**config.mk**
```make
export PLATFORM = sky130hd
export DESIGN_NAME = pfs_top
export DESIGN_NICKNAME = d
export VERILOG_FILES = /design/src/core/pfs_pkg.sv /design/src/core/pfs_link_if.sv /design/src/core/pfs_right.sv /design/src/core/pfs_top.sv
export SDC_FILE = /design/constraint.sdc
export NUM_CORES = 1
export LEC_CHECK = 0
export BUFFER_PORTS_ARGS = -buffer_cell sky130_fd_sc_hd__buf_2
export CAP_MARGIN = 20
export CORE_AREA = 2 2 39 41
export DETAILED_ROUTE_END_ITERATION = 8
export DIE_AREA = 0 0 41 43
export PLACE_DENSITY = 0.48
export SYNTH_ARGS = -nofsm -noshare
export SYNTH_HDL_FRONTEND = slang
export SYNTH_SLANG_ARGS = --single-unit
```
**constraint.sdc**
```tcl
create_clock -name sys_clk -period 0.8 [get_ports sys_clk]
set_clock_uncertainty 0.05 [all_clocks]
set_input_delay 0.08 -clock sys_clk [delete_from_list [all_inputs] [get_ports sys_clk]]
set_output_delay 0.08 -clock sys_clk [all_outputs]
set_load 0.005 [all_outputs]
```
**src/core/pfs_pkg.sv**
```systemverilog
// Package for the partitioned state machine with illegal-state trap.
// Assumes a single 40 MHz clock and a synchronous active-high reset.
package pfs_pkg;

  // ----------------------------------------
  // Widths and encodings
  // ----------------------------------------
  localparam int        SV_W      = 2;        // State variables per half
  localparam logic [1:0] SV_RST   = 2'h0;     // All-zero value after reset
  localparam logic [1:0] L_START  = 2'h0;     // Left half starting state
  localparam logic [1:0] L_RUN    = 2'h1;     // Left half working state
  localparam logic [1:0] L_IDLE   = 2'h3;     // Left half idle state
  localparam logic [1:0] R_IDLE   = 2'h0;     // Right half idle state
  localparam logic [1:0] R_WORK   = 2'h1;     // Right half first state
  localparam logic [1:0] R_DONE   = 2'h3;     // Right half second state
  localparam int        SYNC_LEN  = 2;        // Flip-flops in each input synchroniser

endpackage

```
**src/core/pfs_link_if.sv**
```systemverilog
// Interface carrying each half's state to the other half.
// Assumes both halves run on the same clock.
`timescale 1ns/10ps
interface pfs_link_if;
  logic [1:0] left_sv;   // Left half state variables
  logic [1:0] right_sv;  // Right half state variables
  logic       trap;      // Registered illegal-state flag

  modport left_side
  (
    output left_sv,
    input  right_sv,
    input  trap
  );
  modport right_side
  (
    output right_sv,
    input  left_sv,
    input  trap
  );
endinterface

```
**src/core/pfs_right.sv**
```systemverilog
// Right half of the partitioned machine.
// Assumes synchronised inputs and the shared trap flag from the top.
`timescale 1ns/10ps
module pfs_right
  import pfs_pkg::*;
(
  input  wire logic       sys_clk,   // Machine clock
  input  wire logic       rst,       // Synchronous reset
  input  wire logic       go_s,      // Synchronised start condition
  input  wire logic       fin_s,     // Synchronised finish condition
  pfs_link_if.right_side  link       // State exchange with left half
);
  logic [1:0] sv_ff;
  logic [1:0] nxt_sv;

  // ----------------------------------------
  // Next-state logic
  // ----------------------------------------
  // Idle leaves only when left is in the source state of the crossing
  always_comb
  begin
    nxt_sv = sv_ff;
    case (sv_ff)
      R_IDLE:
      begin
        if (go_s && (link.left_sv == L_RUN))
          nxt_sv = R_WORK;
      end
      R_WORK:
      begin
        if (fin_s)
          nxt_sv = R_DONE;
      end
      R_DONE:
      begin
        // Return to idle flips both bits; fin is synchronised, so no race
        if (!fin_s)
          nxt_sv = R_IDLE;
      end
      default: nxt_sv = R_IDLE;
    endcase
  end

  // State register, async-style clear from registered trap flag
  always_ff @(posedge sys_clk or posedge link.trap)
  begin
    if (link.trap)
      sv_ff <= SV_RST;
    else if (rst)
      sv_ff <= R_IDLE;
    else
      sv_ff <= nxt_sv;
  end

  assign link.right_sv = sv_ff;
endmodule

```
**src/core/pfs_top.sv**
```systemverilog
// Top of the partitioned state machine with illegal-state trap.
// Assumes go, fin and abort are asynchronous pins; one clock sys_clk.
// Summary of operation
// - Bad-state flag is the inverse of OR of all legal state decodes.
// - Bad flag is registered; its register clears every state variable asynchronously.
// - Landing in an undefined state sets flag and zeroes all state bits.
// - Starting state encodes every state variable as zero.
// - All inputs are synchronised to the clock before next-state logic.
// - Input-dependent transitions change exactly one state bit, except the returns to zero from L_IDLE and R_DONE, which flip both.
// - No transition depends on more than one unsynchronised input.
// - Each state decodes as a single product of state variables.
// - Two halves each with idle state; only one half active.
// - Crossing: active half goes idle, idle half enters target, same edge.
// - Transition into idle uses the crossing transition's own condition.
// - Leaving idle needs original condition and other half in source state.
// - Idle holds when none of its leaving conditions is true.
// - Same-source same-destination transitions merge with ORed conditions.
`timescale 1ns/10ps
module pfs_top
  import pfs_pkg::*;
(
  input  wire logic       sys_clk,     // 40 MHz machine clock
  input  wire logic       rst,         // Synchronous reset, active high
  input  wire logic       go,          // Asynchronous start request
  input  wire logic       fin,         // Asynchronous finish request
  input  wire logic       abort,       // Asynchronous abort request
  output logic [1:0]      left_state,  // Left half state variables
  output logic [1:0]      right_state, // Right half state variables
  output logic            trap_seen    // Registered illegal-state flag
);
  import pfs_pkg::*;

  pfs_link_if link ();

  logic [SYNC_LEN-1:0] go_sync_ff;
  logic [SYNC_LEN-1:0] fin_sync_ff;
  logic [SYNC_LEN-1:0] abort_sync_ff;
  logic                go_s;
  logic                fin_s;
  logic                abort_s;
  logic [1:0]          left_ff;
  logic [1:0]          nxt_left;
  logic                bad_state;
  logic                trap_ff;

  // ----------------------------------------
  // Input synchronisers
  // ----------------------------------------
  // Two flip-flops per input before any logic reads it
  always_ff @(posedge sys_clk)
  begin
    go_sync_ff    <= {go_sync_ff[0], go};
    fin_sync_ff   <= {fin_sync_ff[0], fin};
    abort_sync_ff <= {abort_sync_ff[0], abort};
  end

  assign go_s    = go_sync_ff[SYNC_LEN-1];
  assign fin_s   = fin_sync_ff[SYNC_LEN-1];
  assign abort_s = abort_sync_ff[SYNC_LEN-1];

  // ----------------------------------------
  // Left half
  // ----------------------------------------
  // Each branch reads one input only, except L_RUN which also reads abort_s; all but the return from L_IDLE flip one bit
  always_comb
  begin
    nxt_left = left_ff;
    case (left_ff)
      L_START:
      begin
        if (go_s)
          nxt_left = L_RUN;
      end
      L_RUN:
      begin
        if (go_s || abort_s)
          nxt_left = L_RUN;
        // Crossing uses go alone; the right half is idle whenever left runs
        if (!go_s)
          nxt_left = L_START;
        else
          nxt_left = L_IDLE;
      end
      L_IDLE:
      begin
        // Return when right half leaves its last state
        if (!fin_s && (link.right_sv == R_DONE))
          nxt_left = L_START;
        else
          nxt_left = L_IDLE;
      end
      default: nxt_left = L_START;
    endcase
  end

  // Left state register with trap clear
  always_ff @(posedge sys_clk or posedge trap_ff)
  begin
    if (trap_ff)
      left_ff <= SV_RST;
    else if (rst)
      left_ff <= L_START;
    else
      left_ff <= nxt_left;
  end

  // ----------------------------------------
  // Illegal-state trap
  // ----------------------------------------
  // Legal pairs: left active with right idle, or left idle with right active
  always_comb
  begin
    bad_state = !(((left_ff == L_START) && (link.right_sv == R_IDLE))
               || ((left_ff == L_RUN) && (link.right_sv == R_IDLE))
               || ((left_ff == L_IDLE) && (link.right_sv == R_WORK))
               || ((left_ff == L_IDLE) && (link.right_sv == R_DONE)));
  end

  // Flag register; its output clears both halves
  always_ff @(posedge sys_clk)
  begin
    if (rst)
      trap_ff <= 1'b0;
    else
      trap_ff <= bad_state;
  end

  assign link.left_sv = left_ff;
  assign link.trap    = trap_ff;

  pfs_right u_right
  (
    .sys_clk (sys_clk),
    .rst     (rst),
    .go_s    (go_s),
    .fin_s   (fin_s),
    .link    (link.right_side)
  );

  assign left_state  = left_ff;
  assign right_state = link.right_sv;
  assign trap_seen   = trap_ff;
endmodule

```
Word level (Yosys, flattened, before mapping)
Index checks and enable logic that the tools add are counted.
{"block": "word_totals", "reg_bits": 9, "output_inout_bits": 5, "elab_cells": 37}
{"block": "op_classes", "n_eq_ne": 8, "n_mux": 10, "n_reduce_logical": 14}
{"cell": "2-bit 2-to-1 mux", "count": 8}
{"cell": "2-bit one-hot mux with 3 select lines", "count": 2}
{"cell": "3-bit != test, second input constant", "count": 3}
{"cell": "1-bit logical AND", "count": 6}
{"cell": "2-bit by 1-bit equality test with 1-bit output, second input constant", "count": 2}
{"cell": "2-bit equality test, second input constant", "count": 2}
{"cell": "2-bit logical NOT", "count": 2}
{"cell": "1-bit logical OR", "count": 3}
{"cell": "3-bit by 2-bit != test with 1-bit output, second input constant", "count": 1}
{"cell": "3-bit AND reduction", "count": 1}
{"cell": "1-bit logical NOT", "count": 2}

Logic depth before layout (Yosys ltp)
{"block": "depth", "depth_word": 6, "ltp_mapped": 3, "mapped_depth_nobuf": 3}

Modules after synthesis
Synthesis repeated with hierarchy kept, for this count alone.
{"block": "hier_totals", "cells_unflattened": 25, "hier_area_um2": 309.0}
{"module": "pfs_top", "n_inst": 1, "cells_per_inst": 17, "area_per_inst_um2": 219.0}
{"module": "pfs_right", "n_inst": 1, "cells_per_inst": 8, "area_per_inst_um2": 90.1}

Worst setup path after synthesis
No wires, ideal clock.
{"block": "synth_timing", "path_type": "flip-flop to flip-flop", "startpoint": "reg u_right.sv_ff[0] (netlist: u_right.link.right_sv[0])", "endpoint": "reg left_ff[0] (netlist: left_state[0])", "arrival_ns": 0.702, "t_required_ns": 0.626, "path_slack_ns": -0.076, "path_stages_with_launch": 4, "period_less_slack_ns": 0.876, "path_cell_list": "dfrtp_1 inv_1 o211ai_1 a21oi_1"}
{"block": "synth_via", "elab_chain_cells": 5}
{"element": "start: declaration", "line_no": "pfs_right.sv:13", "rtl": "logic [1:0] sv_ff;"}
{"element": "start signal: assignment", "line_no": "pfs_right.sv:52", "rtl": "sv_ff <= nxt_sv;"}
{"element": "2-bit equality test", "line_no": "pfs_top.sv:87", "rtl": "if (!fin_s && (link.right_sv == R_DONE))"}
{"element": "1-bit logical AND", "line_no": "pfs_top.sv:87"}
{"element": "2-bit 2-to-1 mux", "line_no": "pfs_top.sv:87"}
{"element": "2-bit one-hot mux with 3 select lines", "line_no": "pfs_top.sv:68", "rtl": "case (left_ff)"}
{"element": "2-bit 2-to-1 mux", "line_no": "pfs_top.sv:101", "rtl": "else if (rst)"}
{"element": "end signal: assignment", "line_no": "pfs_top.sv:104", "rtl": "left_ff <= nxt_left;"}
{"element": "end: declaration", "line_no": "pfs_top.sv:41", "rtl": "logic [1:0] left_ff;"}
Every way passes these cells.
A chain may end at the register's enable or synchronous reset.

Worst setup path in the final report
{"block": "layout_timing", "startpoint": "reg u_right.sv_ff[0] (netlist: u_right.link.right_sv[0])", "endpoint": "out right_state[0]"}
{"element": "end: declaration", "line_no": "pfs_top.sv:28", "rtl": "output logic [1:0] right_state,"}
No word-level cell between the ends.

==> qor.yml <==
synth:
  synth_cell_types: 14
  syn_nets: 29
  synthesis.area_sq_um: 297
  avgSynthCellArea_sq_um: 12.4
  yosys-top-cells-count: "dfxtp_1 (5), dfrtp_1 (4), inv_1 (2), nand2b_1 (2), nor2_1 (2)"
  yosysWarningCount: 0
  synth-edff-count: 0
  seq_area_frac_synth: 0.675
  synthCells: 24
  yosysMostFrequentCell: "dfxtp_1"
  synth_top_area_cell: "dfrtp_1"
  synth-main-ff-cell: "dfxtp_1"
  synth_area_leaders: "dfrtp_1 (34%), dfxtp_1 (34%), nand2b_1 (4.2%), nor3b_2 (4.2%), a311oi_1 (3.0%)"
  ys_async_sr_fraction: 0.444
  synth.top_cell.area_share: 0.338
  postSynthRegisterBits: 9
detailed_routing:
  firstDrtPassIters: 2
  wire_per_inst_microns: 10.5
  wirelength_microns: 590
  dr.first_iter.drc_count: 1
  vias_per_cell: 4.25
  via_count: 238
  ant_nets: 0
  drc: 0
floorplan:
  dieHeight_microns: 43
  die_w_microns: 41
  core-area_sq_um: 1380
  io_pins: 10
  dieArea_sq_um: 1760
  initial_core_util: 0.214
  rows: 14
sta:
  setup_violations: 9
  hold_slack_ns: 0.0218
  fmax_ghz: 1.00
  postLayoutSetupSlackWorst_ns: -0.198
  final.period_utilization: 1.25
  slew_violations: 0
  slew_headroom: 0.854
  fin_setup_tns_ns: -1.23
  hold_viol_final: 0
  worstMarginPinSlew_ns: 0.218
  rsz0062_at_grt: "yes"
  min_period_ns: 0.998
worst_setup_path:
  end_kind: "output pin"
  worst-path-max-fanout: 2
  cp-start-kind: "register"
  worst_ep_required_time_ns: 0.67
  setup.worst_path.class: "register to output pin"
  critPathArrivalTime_ns: 0.87
  rrSetupSlack_ns: -0.19
pwr:
  switching_share: 0.207
  clkPwrFrac: 0.365
  intPower_mw: 0.713
  irDropWorstVdd_mv: 0.764
  powerDensity_nw_per_um2: 2010
  p_total_mw: 0.899
  p_leak_nw: 0.193
  power.switching_mw: 0.186
  p_comb_frac: 0.090
  pwr-share-seq: 0.545
place:
  io_buffer_count: 8
  postPlaceCellArea_sq_um: 364
  dp_worst_setup_slack_ns: -0.135
  gp_congestion: 0.570
grt:
  grt_max_degree: 9
  grt_first_pass_wirelength_microns: 952
  grt.total_usage: 0.0840
  grt_overflow: 0
  grt_pass1_vias: 258
  antenna_found_initial: 0
cts:
  cts_tree: "yes"
  cts_root_buf: "clkbuf_4"
  clk_path_buf_depth: 2
  path_clk_slew_ns: 0.06
  numCtsBuffers: 3
  cts.sinks: 9
  insertion_delay_ns: 0.25
  htree_levels: 1
cells_and_area:
  design_area_sq_um: 448
  syn_to_final_growth_pct: 51.1
  final_net_count: 46
  antenna_cells: 0
  drive_gt1_frac: 0.450
job:
  cap_violations: 0
worst_hold_path:
  holdCritPathClass: "input port to register"
status:
  violations: "setup timing"
  status: "finished, violations left"
-- metal layers --
| metal | GRT usage | routed length (microns) | vias to the layer above |
|---|---|---|---|
| met5 | 0 | 0 | - |
| met4 | 0.0800 | 0 | 0 |
| met3 | 0.0157 | 38 | 0 |
| met2 | 0.134 | 316 | 8 |
| met1 | 0.0825 | 235 | 110 |
| li1 | - | - | 120 |
-- power by group through the flow --
| stage | Clock (mW) | Sequential (mW) | Combinational [mW] |
|---|---|---|---|
| 3_5_place_dp | 0 | 0.499 | 0.0540 |
| 2_1_floorplan | 0 | 0.497 | 0.0235 |
| 3_3_place_gp | 0 | 0.498 | 0.0542 |
| 4_1_cts | 0.353 | 0.489 | 0.0743 |
| 6_report | 0.328 | 0.490 | 0.0810 |
| 5_1_grt | 0.373 | 0.493 | 0.0896 |
-- worst max-delay path, cell delays in order (launching register included) --
cell and delay [ns]:
dfrtp_1 0.40, buf_6 0.12, buf_6 0.10
-- sequential cells by signal, indices dropped and copies added (netlist names) --
register / cells
fin_sync_ff: 2
go_sync_ff: 2
left_state: 2
u_right.link.right_sv: 2
trap_seen: 1
-- path summary, 6_finish.rpt --
path,from,to,cells after the start
worst min register to register,trap_seen,left_state[0],1
worst max-delay path,u_right.link.right_sv[0],right_state[0],2
worst max register to register,u_right.link.right_sv[0],left_state[1],4
max in group asynchronous,trap_seen,left_state[1],1
worst min-delay path,rst,left_state[0],2
min in group asynchronous,trap_seen,left_state[0],1
-- timing repair --
action	CTS	global route
pin swaps	2	3
buffers inserted	1	0
setup endpoints to repair	10	10
hold buffers	2	0
gates resized for setup	5	4
endpoints found under the hold margin	2	0
cloned	0	0
-- per-stage QoR --
stage | cells | utilization
finish | 56 | 0.324
global route | 56 | 0.324
CTS | 56 | 0.315
detailed placement | 49 | 0.263
global placement | 49 | 0.263
floorplan | 24 | -
-- cells in the final DEF (no fill, tap or decap), types with 2 or more instances in the layout --
master and instances:
buf_6 4, nor2_1 2, dfrtp_1 3, buf_2 6
nor3b_2 2, clkbuf_4 3, dfxtp_1 4, nand2b_1 2
dlygate4sd3_1 2
-- logic make-up after synthesis --
group                  share of synthesized area
DFF                                        0.675
and+or+nand+nor                            0.181
AOI/OAI and AO/OA                          0.118
buffers and inverters                     0.0253
-- layout make-up --
cell class,count,area (sq um)
clock buffers,4,26.3
multi-input cells,13,93.8
well taps,16,20.0
inverters,2,10.0
flip-flops and latches,9,203
fillers,152,936
repair buffers,12,95.1
(Power assumes the default switching activity.)
